`src/shared/cbcr_pkg.sv`:
```
// Package for the clock buffer configuration register bank.
// Assumes a 16-bit word per location, reached over APB at byte address 4 * index.
package cbcr_pkg;

   // Geometry of the bank
   localparam int CBCR_WORD_W = 16;
   localparam int CBCR_SLOTS = 20;
   localparam int CBCR_INDEX_W = 7;
   localparam int CBCR_ADDR_W = 12;
   localparam int CBCR_DATA_W = 32;
   localparam int CBCR_LEVEL_W = 3;
   localparam int CBCR_OUTS = 4;
   localparam int CBCR_SLOT_W = 5;
   localparam int CBCR_BYTE_LSB = 2;

   // Printed offsets, kept as word indices
   localparam logic [6:0] IDX_POWER_CONTROL = 7'h00;
   localparam logic [6:0] IDX_SEQ_CLOCK_CTRL = 7'h02;
   localparam logic [6:0] IDX_OUTPUT_ENABLES = 7'h03;
   localparam logic [6:0] IDX_LEVEL_LOW_PAIR = 7'h04;
   localparam logic [6:0] IDX_LEVEL_HIGH_PAIR = 7'h05;
   localparam logic [6:0] IDX_AUX_OUTPUT_CONFIG = 7'h07;
   localparam logic [6:0] IDX_AUX_PREDIV_CTRL = 7'h08;
   localparam logic [6:0] IDX_SYNC_AUX_DIV_CTRL = 7'h09;
   localparam logic [6:0] IDX_POSITION_CAPTURE_LOW = 7'h0B;
   localparam logic [6:0] IDX_POSITION_CAPTURE_HIGH = 7'h0C;
   localparam logic [6:0] IDX_SYNC_DELAY_STEP = 7'h0D;
   localparam logic [6:0] IDX_SYNC_CAPTURE_CTRL = 7'h0E;
   localparam logic [6:0] IDX_SYNC_DELAY_CLEAR = 7'h0F;
   localparam logic [6:0] IDX_MUXOUT_SENSOR_CTRL = 7'h17;
   localparam logic [6:0] IDX_SENSOR_READBACK = 7'h18;
   localparam logic [6:0] IDX_MAIN_DIVIDER_CTRL = 7'h19;
   localparam logic [6:0] IDX_PIN_SETTING_READBACK = 7'h4B;
   localparam logic [6:0] IDX_AUX_BYPASS_SETUP_A = 7'h4F;
   localparam logic [6:0] IDX_MUXOUT_OVERRIDE_CTRL = 7'h56;
   localparam logic [6:0] IDX_AUX_BYPASS_SETUP_B = 7'h5A;

   // Slot table, slot n holds the location at cbcr_index[n]
   localparam logic [6:0] cbcr_index [CBCR_SLOTS] = '{
      IDX_POWER_CONTROL, IDX_SEQ_CLOCK_CTRL, IDX_OUTPUT_ENABLES, IDX_LEVEL_LOW_PAIR,
      IDX_LEVEL_HIGH_PAIR, IDX_AUX_OUTPUT_CONFIG, IDX_AUX_PREDIV_CTRL, IDX_SYNC_AUX_DIV_CTRL,
      IDX_POSITION_CAPTURE_LOW, IDX_POSITION_CAPTURE_HIGH, IDX_SYNC_DELAY_STEP,
      IDX_SYNC_CAPTURE_CTRL, IDX_SYNC_DELAY_CLEAR, IDX_MUXOUT_SENSOR_CTRL,
      IDX_SENSOR_READBACK, IDX_MAIN_DIVIDER_CTRL, IDX_PIN_SETTING_READBACK,
      IDX_AUX_BYPASS_SETUP_A, IDX_MUXOUT_OVERRIDE_CTRL, IDX_AUX_BYPASS_SETUP_B};

   // Slots of the words the block's own logic uses
   localparam logic [4:0] SLOT_POWER = 5'h00;
   localparam logic [4:0] SLOT_SEQ_CLOCK = 5'h01;
   localparam logic [4:0] SLOT_ENABLES = 5'h02;
   localparam logic [4:0] SLOT_LEVEL_LOW = 5'h03;
   localparam logic [4:0] SLOT_LEVEL_HIGH = 5'h04;
   localparam logic [4:0] SLOT_CAPTURE_LOW = 5'h08;
   localparam logic [4:0] SLOT_CAPTURE_HIGH = 5'h09;

   // Reset values; locations without a known value start at zero
   localparam logic [15:0] cbcr_reset [CBCR_SLOTS] = '{
      16'h0000, 16'h0223, 16'hF0FE, 16'h36FF, 16'h36F6, 16'h543F, 16'h0120, 16'h0020,
      16'h0000, 16'h0000, 16'h0000, 16'h0000, 16'h0000, 16'h0000, 16'h0000, 16'h0000,
      16'h0000, 16'h0000, 16'h0000, 16'h0000};

   // Writable bits; zero bits are read-only and keep their reset value
   localparam logic [15:0] cbcr_wmask [CBCR_SLOTS] = '{
      16'h0007, 16'h07FF, 16'hFFFF, 16'h3FFF, 16'h7FFF, 16'h7FFF, 16'h01FF, 16'hFFFF,
      16'h0000, 16'h0000, 16'hFFFF, 16'hFFFF, 16'hFFFF, 16'hFFFF, 16'hFFFF, 16'hFFFF,
      16'hFFFF, 16'hFFFF, 16'hFFFF, 16'hFFFF};

   // Field positions
   localparam int LOW_POWER_BIT = 2;
   localparam int SEQ_CLOCK_BIT = 5;
   localparam int HF_ON_LSB = 12;
   localparam int HF_OUT0_LEVEL_LSB = 8;
   localparam int HF_OUT1_LEVEL_LSB = 11;
   localparam int HF_OUT2_LEVEL_LSB = 0;
   localparam int HF_OUT3_LEVEL_LSB = 3;

   // Control fields presented to the clock path
   typedef struct packed {
      logic low_power_request;
      logic seq_clock_gen_on;
      logic [3:0] hf_on;
      logic [3:0] hf_active;
      logic [3:0][2:0] hf_level;
   } cbcr_ctrl_type;

   // Result of an address decode
   typedef struct packed {
      logic hit;
      logic [4:0] slot;
   } cbcr_decode_type;

endpackage

```
`src/cbcr_reg_word.sv`:
```
// One 16-bit configuration word with a per-bit write mask.
// Assumes the caller qualifies write_en with a completed bus write.
`timescale 1ns/1ps

module cbcr_reg_word #(
   parameter logic [15:0] RESET_VALUE = 16'h0000,
   parameter logic [15:0] WRITE_MASK = 16'hFFFF
) (
   // Clock and reset
   input wire logic pclk,
   input wire logic presetn,
   // Write port
   input wire logic write_en,
   input wire logic [15:0] write_data,
   // Stored word
   output logic [15:0] value
);

   // Masked update; read-only bits never leave their reset value
   always_ff @(posedge pclk or negedge presetn) begin
      if (!presetn) begin
         value <= RESET_VALUE;
      end else if (write_en) begin
         value <= (value & ~WRITE_MASK) | (write_data & WRITE_MASK);
      end
   end

endmodule

```
`src/cbcr_regs.sv`:
```
// APB register bank for a four-output clock buffer and divider.
// Assumes an APB master on pclk; the capture word comes from the sync logic synchronously.
`timescale 1ns/1ps

// Behaviour
// - Decode exactly the twenty listed word locations; all else is unmapped.
// - Power word bit 2 puts the device in low power, contents kept.
// - Power word resets to zero; host writes zero to other bits.
// - Sequencer clock enable resets set; host initialises with it set.
// - Sequencer word resets to 0x0223; host writes its fixed fields.
// - Enable word bits 15..12 enable outputs three..zero; reset 0xF0FE.
// - Low level pair: bits 13..11 output one, 10..8 output zero, reset 6.
// - Low level pair resets to 0x36FF; host writes fixed low byte.
// - High level pair: bits 5..3 output three, 2..0 output two, reset 6.
// - High level pair resets to 0x36F6; host writes fixed fields.
// - Read-only reserved bits read as their reset value and ignore writes.
module cbcr_regs
   import cbcr_pkg::*;
(
   // Clock and reset
   input wire logic pclk,
   input wire logic presetn,
   // APB slave
   input wire logic psel,
   input wire logic penable,
   input wire logic pwrite,
   input wire logic [CBCR_ADDR_W-1:0] paddr,
   input wire logic [CBCR_DATA_W-1:0] pwdata,
   output logic [CBCR_DATA_W-1:0] prdata,
   output logic pready,
   output logic pslverr,
   // Position capture from the sync logic
   input wire logic [31:0] capture_position,
   // Controls to the clock path
   output cbcr_ctrl_type ctrl
);

   // Map a byte address onto a slot of the bank
   function automatic cbcr_decode_type decode_addr(input logic [CBCR_ADDR_W-1:0] addr);
      cbcr_decode_type result;
      result = '0;
      // Sub-word byte addresses are not locations at all
      if (addr[CBCR_BYTE_LSB-1:0] == 2'h0) begin
         for (int i = 0; i < CBCR_SLOTS; i++) begin
            if (addr[CBCR_ADDR_W-1:CBCR_BYTE_LSB] == {3'h0, cbcr_index[i]}) begin
               result.hit = 1'b1;
               result.slot = CBCR_SLOT_W'(i);
            end
         end
      end
      return result;
   endfunction

   // Stored words of every slot
   logic [CBCR_WORD_W-1:0] word [CBCR_SLOTS];

   // Decode of the current request
   cbcr_decode_type req_decode;

   // Bus phase qualifiers
   logic setup_phase;
   logic access_phase;
   logic write_fire;

   // Read data selected for the current request
   logic [CBCR_WORD_W-1:0] next_read_word;

   // Word held between the setup and access phases
   logic [CBCR_WORD_W-1:0] read_word;

   // Per-slot write strobes
   logic [CBCR_SLOTS-1:0] slot_write;

   // Decoded field views of the control words
   logic low_power;
   logic seq_clock_on;
   logic [CBCR_OUTS-1:0] hf_on;
   logic [CBCR_OUTS-1:0][CBCR_LEVEL_W-1:0] hf_level;

   // Phases of the transfer
   assign setup_phase = psel & ~penable;
   assign access_phase = psel & penable;

   // The address is decoded in both phases; the master holds it stable
   assign req_decode = decode_addr(paddr);

   // A write lands only on a mapped location at the access edge
   assign write_fire = access_phase & pwrite & req_decode.hit;

   // Zero wait states: the bank answers every access in its first access cycle.
   // The read word is captured in setup so that prdata leaves a flip-flop.
   assign pready = 1'b1;

   // Unmapped locations answer with an error; no stored word changes for them
   assign pslverr = access_phase & ~req_decode.hit;

   // One strobe per slot from the shared decode
   generate
      for (genvar s = 0; s < CBCR_SLOTS; s++) begin : g_strobe
         assign slot_write[s] = write_fire & (req_decode.slot == CBCR_SLOT_W'(s));
      end
   endgenerate

   // One storage word per slot; writable bits follow the table masks
   generate
      for (genvar s = 0; s < CBCR_SLOTS; s++) begin : g_word
         cbcr_reg_word #(
            .RESET_VALUE(cbcr_reset[s]),
            .WRITE_MASK(cbcr_wmask[s])
         ) u_word (
            .pclk(pclk),
            .presetn(presetn),
            .write_en(slot_write[s]),
            .write_data(pwdata[CBCR_WORD_W-1:0]),
            .value(word[s])
         );
      end
   endgenerate

   // Read selection; capture words show the sync logic, not stored bits
   always_comb begin
      next_read_word = '0;
      if (req_decode.hit) begin
         unique case (req_decode.slot)
            SLOT_CAPTURE_LOW: begin
               next_read_word = capture_position[CBCR_WORD_W-1:0];
            end
            SLOT_CAPTURE_HIGH: begin
               next_read_word = capture_position[2*CBCR_WORD_W-1:CBCR_WORD_W];
            end
            default: begin
               // Slot codes above the table cannot decode as a hit
               next_read_word = word[req_decode.slot];
            end
         endcase
      end
   end

   // Read word is sampled in the setup cycle and held through the access
   always_ff @(posedge pclk or negedge presetn) begin
      if (!presetn) begin
         read_word <= '0;
      end else if (setup_phase & ~pwrite) begin
         read_word <= next_read_word;
      end
   end

   // Upper half of the bus word is always zero
   assign prdata = {{(CBCR_DATA_W-CBCR_WORD_W){1'b0}}, read_word};

   // Power word: only the low-power request drives logic
   assign low_power = word[SLOT_POWER][LOW_POWER_BIT];

   // Sequencer clock generator enable, set from reset
   assign seq_clock_on = word[SLOT_SEQ_CLOCK][SEQ_CLOCK_BIT];

   // Output enables, output zero in the lowest of the four bits
   assign hf_on = word[SLOT_ENABLES][HF_ON_LSB +: CBCR_OUTS];

   // Drive levels of outputs zero and one
   assign hf_level[0] = word[SLOT_LEVEL_LOW][HF_OUT0_LEVEL_LSB +: CBCR_LEVEL_W];
   assign hf_level[1] = word[SLOT_LEVEL_LOW][HF_OUT1_LEVEL_LSB +: CBCR_LEVEL_W];

   // Drive levels of outputs two and three
   assign hf_level[2] = word[SLOT_LEVEL_HIGH][HF_OUT2_LEVEL_LSB +: CBCR_LEVEL_W];
   assign hf_level[3] = word[SLOT_LEVEL_HIGH][HF_OUT3_LEVEL_LSB +: CBCR_LEVEL_W];

   // Control bundle; the stored words are flops, so a write shows one edge later
   always_comb begin
      ctrl.low_power_request = low_power;
      // Low power stops the sequencer clock but its enable bit is kept
      ctrl.seq_clock_gen_on = seq_clock_on & ~low_power;
      ctrl.hf_on = hf_on;
      // Active outputs: enabled and not parked in low power
      ctrl.hf_active = hf_on & {CBCR_OUTS{~low_power}};
      ctrl.hf_level = hf_level;
   end

endmodule

```
`config.mk`:
```
export PLATFORM = sky130hd
export DESIGN_NAME = cbcr_regs
export DESIGN_NICKNAME = d
export VERILOG_FILES = /design/src/shared/cbcr_pkg.sv /design/src/cbcr_reg_word.sv /design/src/cbcr_regs.sv
export SDC_FILE = /design/constraint.sdc
export NUM_CORES = 1
export LEC_CHECK = 0
export ABC_AREA = 1
export BUFFER_PORTS_ARGS = -buffer_cell sky130_fd_sc_hd__clkbuf_2
export CELL_PAD_IN_SITES_DETAIL_PLACEMENT = 0
export CELL_PAD_IN_SITES_GLOBAL_PLACEMENT = 2
export CORE_ASPECT_RATIO = 1.25
export CORE_MARGIN = 1
export CORE_UTILIZATION = 34
export CTS_BUF_LIST = sky130_fd_sc_hd__clkbuf_8
export DETAILED_ROUTE_END_ITERATION = 6
export PLACE_DENSITY_LB_ADDON = 0.1
export SETUP_SLACK_MARGIN = 0.4
export SYNTH_ARGS = -nofsm -noshare
export SYNTH_HDL_FRONTEND = slang
export SYNTH_HIERARCHICAL = 1
export SYNTH_SLANG_ARGS = --single-unit
```
`constraint.sdc`:
```
create_clock -name pclk -period 2.2 [get_ports pclk]
set_input_delay 0 -clock pclk [delete_from_list [all_inputs] [get_ports pclk]]
set_output_delay 0 -clock pclk [all_outputs]
set_load 0.1 [all_outputs]
```
==> results of run 1 <==
worst register-to-register path, stage by stage (launching register included):
cell     delay, ps
dfrtp_1        600
inv_1           80
nand2_1         70
o21ai_0         70
nand2_1         60
nand2_1         60
nand2_1        100
nand2_2         70
nor2_4         170
nand2_2         80
nand2_2         80
nand2_1         50
nand2_1         50
registers in the layout (all words and copies together) (netlist names):
register and flops:
read_word 16, g_word.u_word/value 259
metal layers:
layer | share of wire | up-vias | wire length, um
li1 | - | 7555 | -
met1 | 0.43 | 7411 | 27400
met2 | 0.50 | 336 | 32400
met3 | 0.040 | 93 | 2560
met4 | 0.032 | 2 | 2080
met5 | 0.00020 | - | 13
cell type report:
| class | instances | area, um2 | share of cell area |
|---|---|---|---|
| Antenna cell | 2 | 5.00 | 0.000230 |
| Clock buffer | 63 | 867 | 0.0399 |
| Clock inverter | 23 | 98.8 | 0.00455 |
| Inverter | 218 | 997 | 0.0459 |
| Multi-Input combinational cell | 1735 | 8150 | 0.375 |
| Sequential cell | 275 | 6940 | 0.319 |
| Tap cell | 637 | 797 | 0.0367 |
| Timing Repair Buffer | 381 | 3870 | 0.178 |
| Timing Repair inverter | 1 | 11.3 | 0.000518 |
report_power, final:
part	internal (mW)	switching, mW	total [mW]
combinational	0.250	0.650	0.900
clock	2.55	2.31	4.86
sequential	5.07	0.00332	5.07
total	7.87	2.96	10.8
metrics by stage:
stage	cell area (um2)	utilization	hold WS, ps	TNS [ps]
3_5_place_dp	18900	0.400	55.6	-60520
3_3_place_gp	18900	0.400	47.1	-59590
6_report	21700	0.459	26.8	0
4_1_cts	20500	0.433	1.71	0
2_1_floorplan	17100	-	-296	-102
5_1_grt	21700	0.459	19.3	0
worst max-delay path by stage:
stage	startpoint	endpoint	slack (ps)
floorplan	g_word[0].u_word/value[2]	ctrl[13]	-30
global placement	paddr[6]	read_word[2]	-480
detailed placement	paddr[6]	read_word[2]	-490
CTS	g_word[1].u_word/value[5]	ctrl[20]	370
global route	paddr[8]	read_word[12]	320
finish	paddr[8]	g_word[14].u_word/value[6]	390
cells in the final DEF, fill, tap and decap left out, types with 8 or more instances in the layout:
master	n
nor3_4	8
clkbuf_2	88
inv_1	200
clkbuf_16	8
nand3b_1	22
buf_12	63
nand2_4	19
o21ai_1	59
nand3_1	24
nand2_2	204
dfrtp_1	226
o21ai_2	9
nor2_2	12
clkbuf_8	64
nor2_4	29
buf_4	137
inv_6	11
buf_6	26
conb_1	78
dlygate4sd3_1	44
nand4_1	17
a21oi_1	10
nor2_1	45
dfstp_2	49
o21ai_0	67
inv_2	10
nand2_1	1093
timing repair:
action,4_1_cts,5_1_grt
setup buffers,2,39
hold buffers,45,0
hold endpoints to repair,338,0
endpoints found under the setup margin,47,221
cloned,2,11
resized for setup,21,218
pin swaps,2,76
==> results.md, run 1 <==
- Placed Cells: 3148
- CTS Sinks: 275
- Reg clk slew, reported paths: 60 ps
- Die area: 48900 um2
- Vias post-DR: 15400
- TritonCTS Buffers: 51
- Clk buf depth: 3
- DRC violations left: 0
- R2R Path Start: g_word[0].u_word/value[2]
- Critical R2R Capture: read_word[2]
- First-pass DRT Iterations: 5
- Netlist Area Pre-Place: 16300 um2
- Detailed router's first-iteration violation count: 959
- Setup WS pre-CTS: -492 ps
- HP Class: input pin to flop
- GR Util met2: 0.460
- I/O Buffers: 103
- Final non-filler cell total: 3335
- Starting Density: 0.345
- First-pass GRT wire length: 93700 um
- Crit Path Category: input pin to flop
- Die width: 198 um
- Vias per inst: 4.62
- CTS tree: yes
- Worst Slack Setup Final: 393 ps
- GRT Total Usage: 0.262
- Worst hold path endpoint: g_word[4].u_word/value[2]
- R2R setup slack: 630 ps
- Lkg Pwr: 11.7 nW
- Synth Instances: 2340
- CP max stage cell: o211ai_4
- Share of cells above drive strength 1: 0.296
- Crit path capture type: flop
- WP buf/inv: 7
- Post-layout net count: 2744
- Clock period minus worst slack: 1810 ps
- Hold Fails Final Rpt: 0
- Floorplan core area: 47300 um2
- Reg2reg path depth: 12
- Slew @ Worst Pin: 861 ps
- Crit path max fanout: 8
- Met3 Use GR: 0.0326
- Avg Cell Area, Syn: 6.97 um2
- VDD IR max: 381 uV
- GR peak layer: met2
- DIE HEIGHT: 247 um
- Post-DP HPWL: 42500 um
- Maxcap violations: 0
- Post-route ant nets: 0
- Routed wire length: 64500 um
- Met1 usage: 0.327
- Worst skew pair latency: 650 ps
- Max Fclk: 553 MHz
- Area growth from synthesis to layout: 33.3%
- Synth warn: 6
- Cell Chain, Critical Path: buf_8, nor2_4, nand2_4, nor2_4, nand2_2, buf_6, o211ai_4, buf_6, nor2_4, nor2_4, inv_2, nor2_4, buf_6, nand2_8, nor2_4, buf_12, clkinv_16, nand2_4, nand2_1
- Power Density: 498 nW/um2
- Worst EP arrival: 2330 ps
- Initial antenna violation count: 3
- Slew Limit Fails: 0
- Vias in the first global route: 15000
- Worst Setup Start Kind: input pin
- Core Rows: 89
- Status: complete, no violations
- Final setup fails: 0
- Worst Path Required: 2720 ps
- Max incr delay on CP: 220 ps
- Delay-heaviest family, CP: simple AND/OR/NAND/NOR gates
- IO Count: 137
- GP Congestion: 0.850
- Largest net degree at the start of global routing: 50
- Worst path depth: 19
- Clock root cell: clkbuf_8
- Power Total: 10.8 mW
- Hold Path Origin: pwdata[2]
- # fillers: 4941
- Average routed wire per standard cell: 19.3 um
- Slew Limit Headroom: 0.426
- Hold depth: 3
- H-Tree Depth: 2
- Period utilization: 0.821
- GRT overflow: 0
- Final Skew: 24.8 ps
- RSZ-0062 raised after global routing: true
- CP dominant cell by count: nor2_4
Note: power is estimated with default switching activity, not from simulation.
==> run 2, diff against run 1 <==
--- a/config.mk
+++ b/config.mk
@@ -11,7 +11,7 @@
 export CELL_PAD_IN_SITES_GLOBAL_PLACEMENT = 2
 export CORE_ASPECT_RATIO = 1.25
 export CORE_MARGIN = 1
-export CORE_UTILIZATION = 34
+export CORE_UTILIZATION = 32
 export CTS_BUF_LIST = sky130_fd_sc_hd__clkbuf_8
 export DETAILED_ROUTE_END_ITERATION = 6
 export PLACE_DENSITY_LB_ADDON = 0.1
==> constraint.sdc (replaced) <==
create_clock -name pclk -period 1.5 [get_ports pclk]
set_input_delay 0 -clock pclk [delete_from_list [all_inputs] [get_ports pclk]]
set_output_delay 0 -clock pclk [all_outputs]
set_load 0.1 [all_outputs]
==> run 2 against run 1 <==
Net effect: the run now ends with negative hold slack, negative setup slack left; first-iteration DRC count rose by 1.1%; highest routed layer is now met4; sequential share of layout area is 0.93 points lower; sequential cell count unchanged; power up 56%; core utilization is 1.4 points lower; global-route usage is 0.72 points lower; register-to-register slack worse by 760 ps; die area grew 6.2%; non-clock buffer count up 40; critical path depth shrank 1.
==> results.md, run 2 (synthesis gave the netlist of run 1 again) <==
- Post-route ant nets: 0 (unchanged)
- Worst Slack Setup Final: -319 ps (was 393 ps)
- Initial antenna violation count: 1 (was 3)
- GRT Total Usage: 0.255 (was 0.262)
- Post-DP HPWL: 45200 um (was 42500 um)
- IO Count: 137 (unchanged)
- Power Density: 752 nW/um2 (was 498 nW/um2)
- Sequential power share: 0.440 (was 0.468)
- Commonest non-fill, non-tap cell in the layout: nand2_1 (unchanged)
- Worst Setup Start Kind: input pin (unchanged)
- Placed Cells: 3210 (was 3148)
- # hold bufs at CTS: 50 (was 45)
- TritonCTS Buffers: 51 (unchanged)
- DIE HEIGHT: 254 um (was 247 um)
- Power Total: 16.9 mW (was 10.8 mW)
- Hold Fails Final Rpt: 22 (was 0)
- Gate power share: 0.083 (about the same)
- Max incr delay on CP: 340 ps (was 220 ps)
- Switch Pwr: 4.54 mW (was 2.96 mW)
- Slew Limit Headroom: 0.539 (was 0.426)
- Most frequent cells in the layout: nand2_1, dfrtp_1, inv_1, nand2_2, buf_4 (was nand2_1, dfrtp_1, nand2_2, inv_1, buf_4)
- Worst Path Required: 2020 ps (was 2720 ps)
- Reg clk slew, reported paths: 70 ps (was 60 ps)
- I/O Buffers: 103 (unchanged)
- Vias post-DR: 15400 (about the same)
- Vias in the first global route: 15100 (was 15000)
- Pint: 12.3 mW (was 7.87 mW)
- CP dominant cell by count: buf_4 (was nor2_4)
- First-pass DRT Iterations: 7 (was 5)
- Worst EP arrival: 2340 ps (was 2330 ps)
- Average routed wire per standard cell: 19.5 um (was 19.3 um)
- CP max stage cell: nor3_4 (was o211ai_4)
- Final Util: 0.445 (was 0.459)
- Switching Share: 0.269 (was 0.273)
- GRT overflow: 0 (unchanged)
- Clock root cell: clkbuf_8 (unchanged)
- Starting Density: 0.324 (was 0.345)
- Clock period minus worst slack: 1820 ps
- Final setup fails: 301 (was 0)
- Share of cells above drive strength 1: 0.295 (was 0.296)
- Cell Chain, Critical Path: buf_4, buf_4, nand3_1, inv_2, o211ai_1, buf_4, o211ai_4, buf_6, nor2_4, nor2_4, buf_4, nor2_4, clkinv_8, nor3_4, buf_6, clkinv_8, nand2_1, nand2_1 (was buf_8, nor2_4, nand2_4, nor2_4, nand2_2, buf_6, o211ai_4, buf_6, nor2_4, nor2_4, inv_2, nor2_4, buf_6, nand2_8, nor2_4, buf_12, clkinv_16, nand2_4, nand2_1)
- Routed wire length: 66400 um (was 64500 um)
- GP Congestion: 0.849 (was 0.850)
- Slew Limit Fails: 0 (unchanged)
- Vias per inst: 4.54 (was 4.62)
- Violated checks: negative hold slack, negative setup slack
- Maxcap violations: 0 (unchanged)
- Clock power share: 0.477 (was 0.449)
- Largest net degree at the start of global routing: 66 (was 50)
- RSZ-0062 raised after global routing: true (unchanged)
- Area growth from synthesis to layout: 37.7% (was 33.3%)
- H-Tree Depth: 2 (unchanged)
- First-pass GRT wire length: 96800 um (was 93700 um)
- Slew @ Worst Pin: 692 ps (was 861 ps)
- Die width: 204 um (was 198 um)
- Lkg Pwr: 12.1 nW (was 11.7 nW)
- Max Fclk: 550 MHz
- CTS tree: yes (unchanged)
- Worst skew pair latency: 660 ps (was 650 ps)
- Post-layout net count: 2785 (was 2744)
- Largest registers: g_word.u_word/value (259), read_word (16) (unchanged)
- Period utilization: 1.21
- Crit path max fanout: 8 (unchanged)
- Core Rows: 92 (was 89)
- Setup WS pre-CTS: -1300 ps (was -492 ps)
- DRC violations left: 0 (unchanged)
- Most flop-heavy register: g_word.u_word/value (unchanged)
- VDD IR max: 538 uV (was 381 uV)
- Detailed router's first-iteration violation count: 970 (was 959)
- Crit Path Category: input pin to flop (unchanged)
- Die area: 51900 um2 (was 48900 um2)
- HP Class: input pin to async pin (was input pin to flop)
- Post-route cell area: 22500 um2 (was 21700 um2)
- Status: finished with violations (was complete, no violations)
- CTS Sinks: 275 (unchanged)
- Final hold slack: -144 ps (was 26.8 ps)
- Post-DP Area: 19000 um2 (was 18900 um2)
- Largest register FFs: 259 (unchanged)
- Final non-filler cell total: 3404 (was 3335)
- Final setup TNS: -56640 ps (was 0 ps)
- Floorplan core area: 50400 um2 (was 47300 um2)
- Final Skew: 48.5 ps (was 24.8 ps)
- Clk buf depth: 3 (unchanged)
- Crit path capture type: flop (unchanged)
- Reg2reg path depth: 13 (was 12)
-- run 2: routing by layer --
layer  global-route usage  up-vias  share of wire  routed length [um]
met5                    0        -              0                   0
met4               0.0808        0          0.030                2020
met3               0.0309       99          0.033                2160
met2                0.444      299           0.50               33100
met1                0.328     7388           0.44               29200
li1                     -     7657              -                   -
-- run 2: worst max-delay path, delay by kind of cell --
family / cells / cell delay [ps]
compound gates: 2 / 190
simple gates: 7 / 920
buf+inv: 9 / 1210
-- run 2: power groups by stage --
stage | logic (mW) | registers [mW] | clock network [mW]
after CTS | 1.35 | 7.43 | 8.30
after global routing | 1.51 | 7.43 | 8.62
after global placement | 1.21 | 7.56 | 0
after floorplan | 0.586 | 7.58 | 0
after detailed placement | 1.21 | 7.56 | 0
final | 1.40 | 7.43 | 8.05
-- run 2: what timing repair did --
item                                   4_1_cts  5_1_grt
setup endpoints to repair                  314      314
gates cloned                                 5        7
endpoints found under the hold margin      525       22
resized for setup                          164      192
setup buffers                               18       19
pin swaps                                   70      106
-- run 2: final cells by class --
type	instances	area, um2
Antenna cell	1	2.50
Clock buffer	63	867
Clock inverter	31	250
Fill cell	5255	28000
Inverter	218	991
Multi-Input combinational cell	1735	8140
Sequential cell	275	6960
Tap cell	658	823
Timing Repair Buffer	421	4400
Timing Repair inverter	2	27.5
-- run 2: path summary, 6_finish.rpt --
kind,from,end,slack (ps)
setup / recovery,paddr[6],g_word[17].u_word/value[8],-320
min in group pclk,penable,g_word[0].u_word/value[2],180
hold reg to reg,g_word[3].u_word/value[6],g_word[3].u_word/value[6],460
hold / removal,presetn,read_word[4],-140
setup reg to reg,g_word[4].u_word/value[9],read_word[9],-130
max in group asynchronous,presetn,g_word[3].u_word/value[6],890
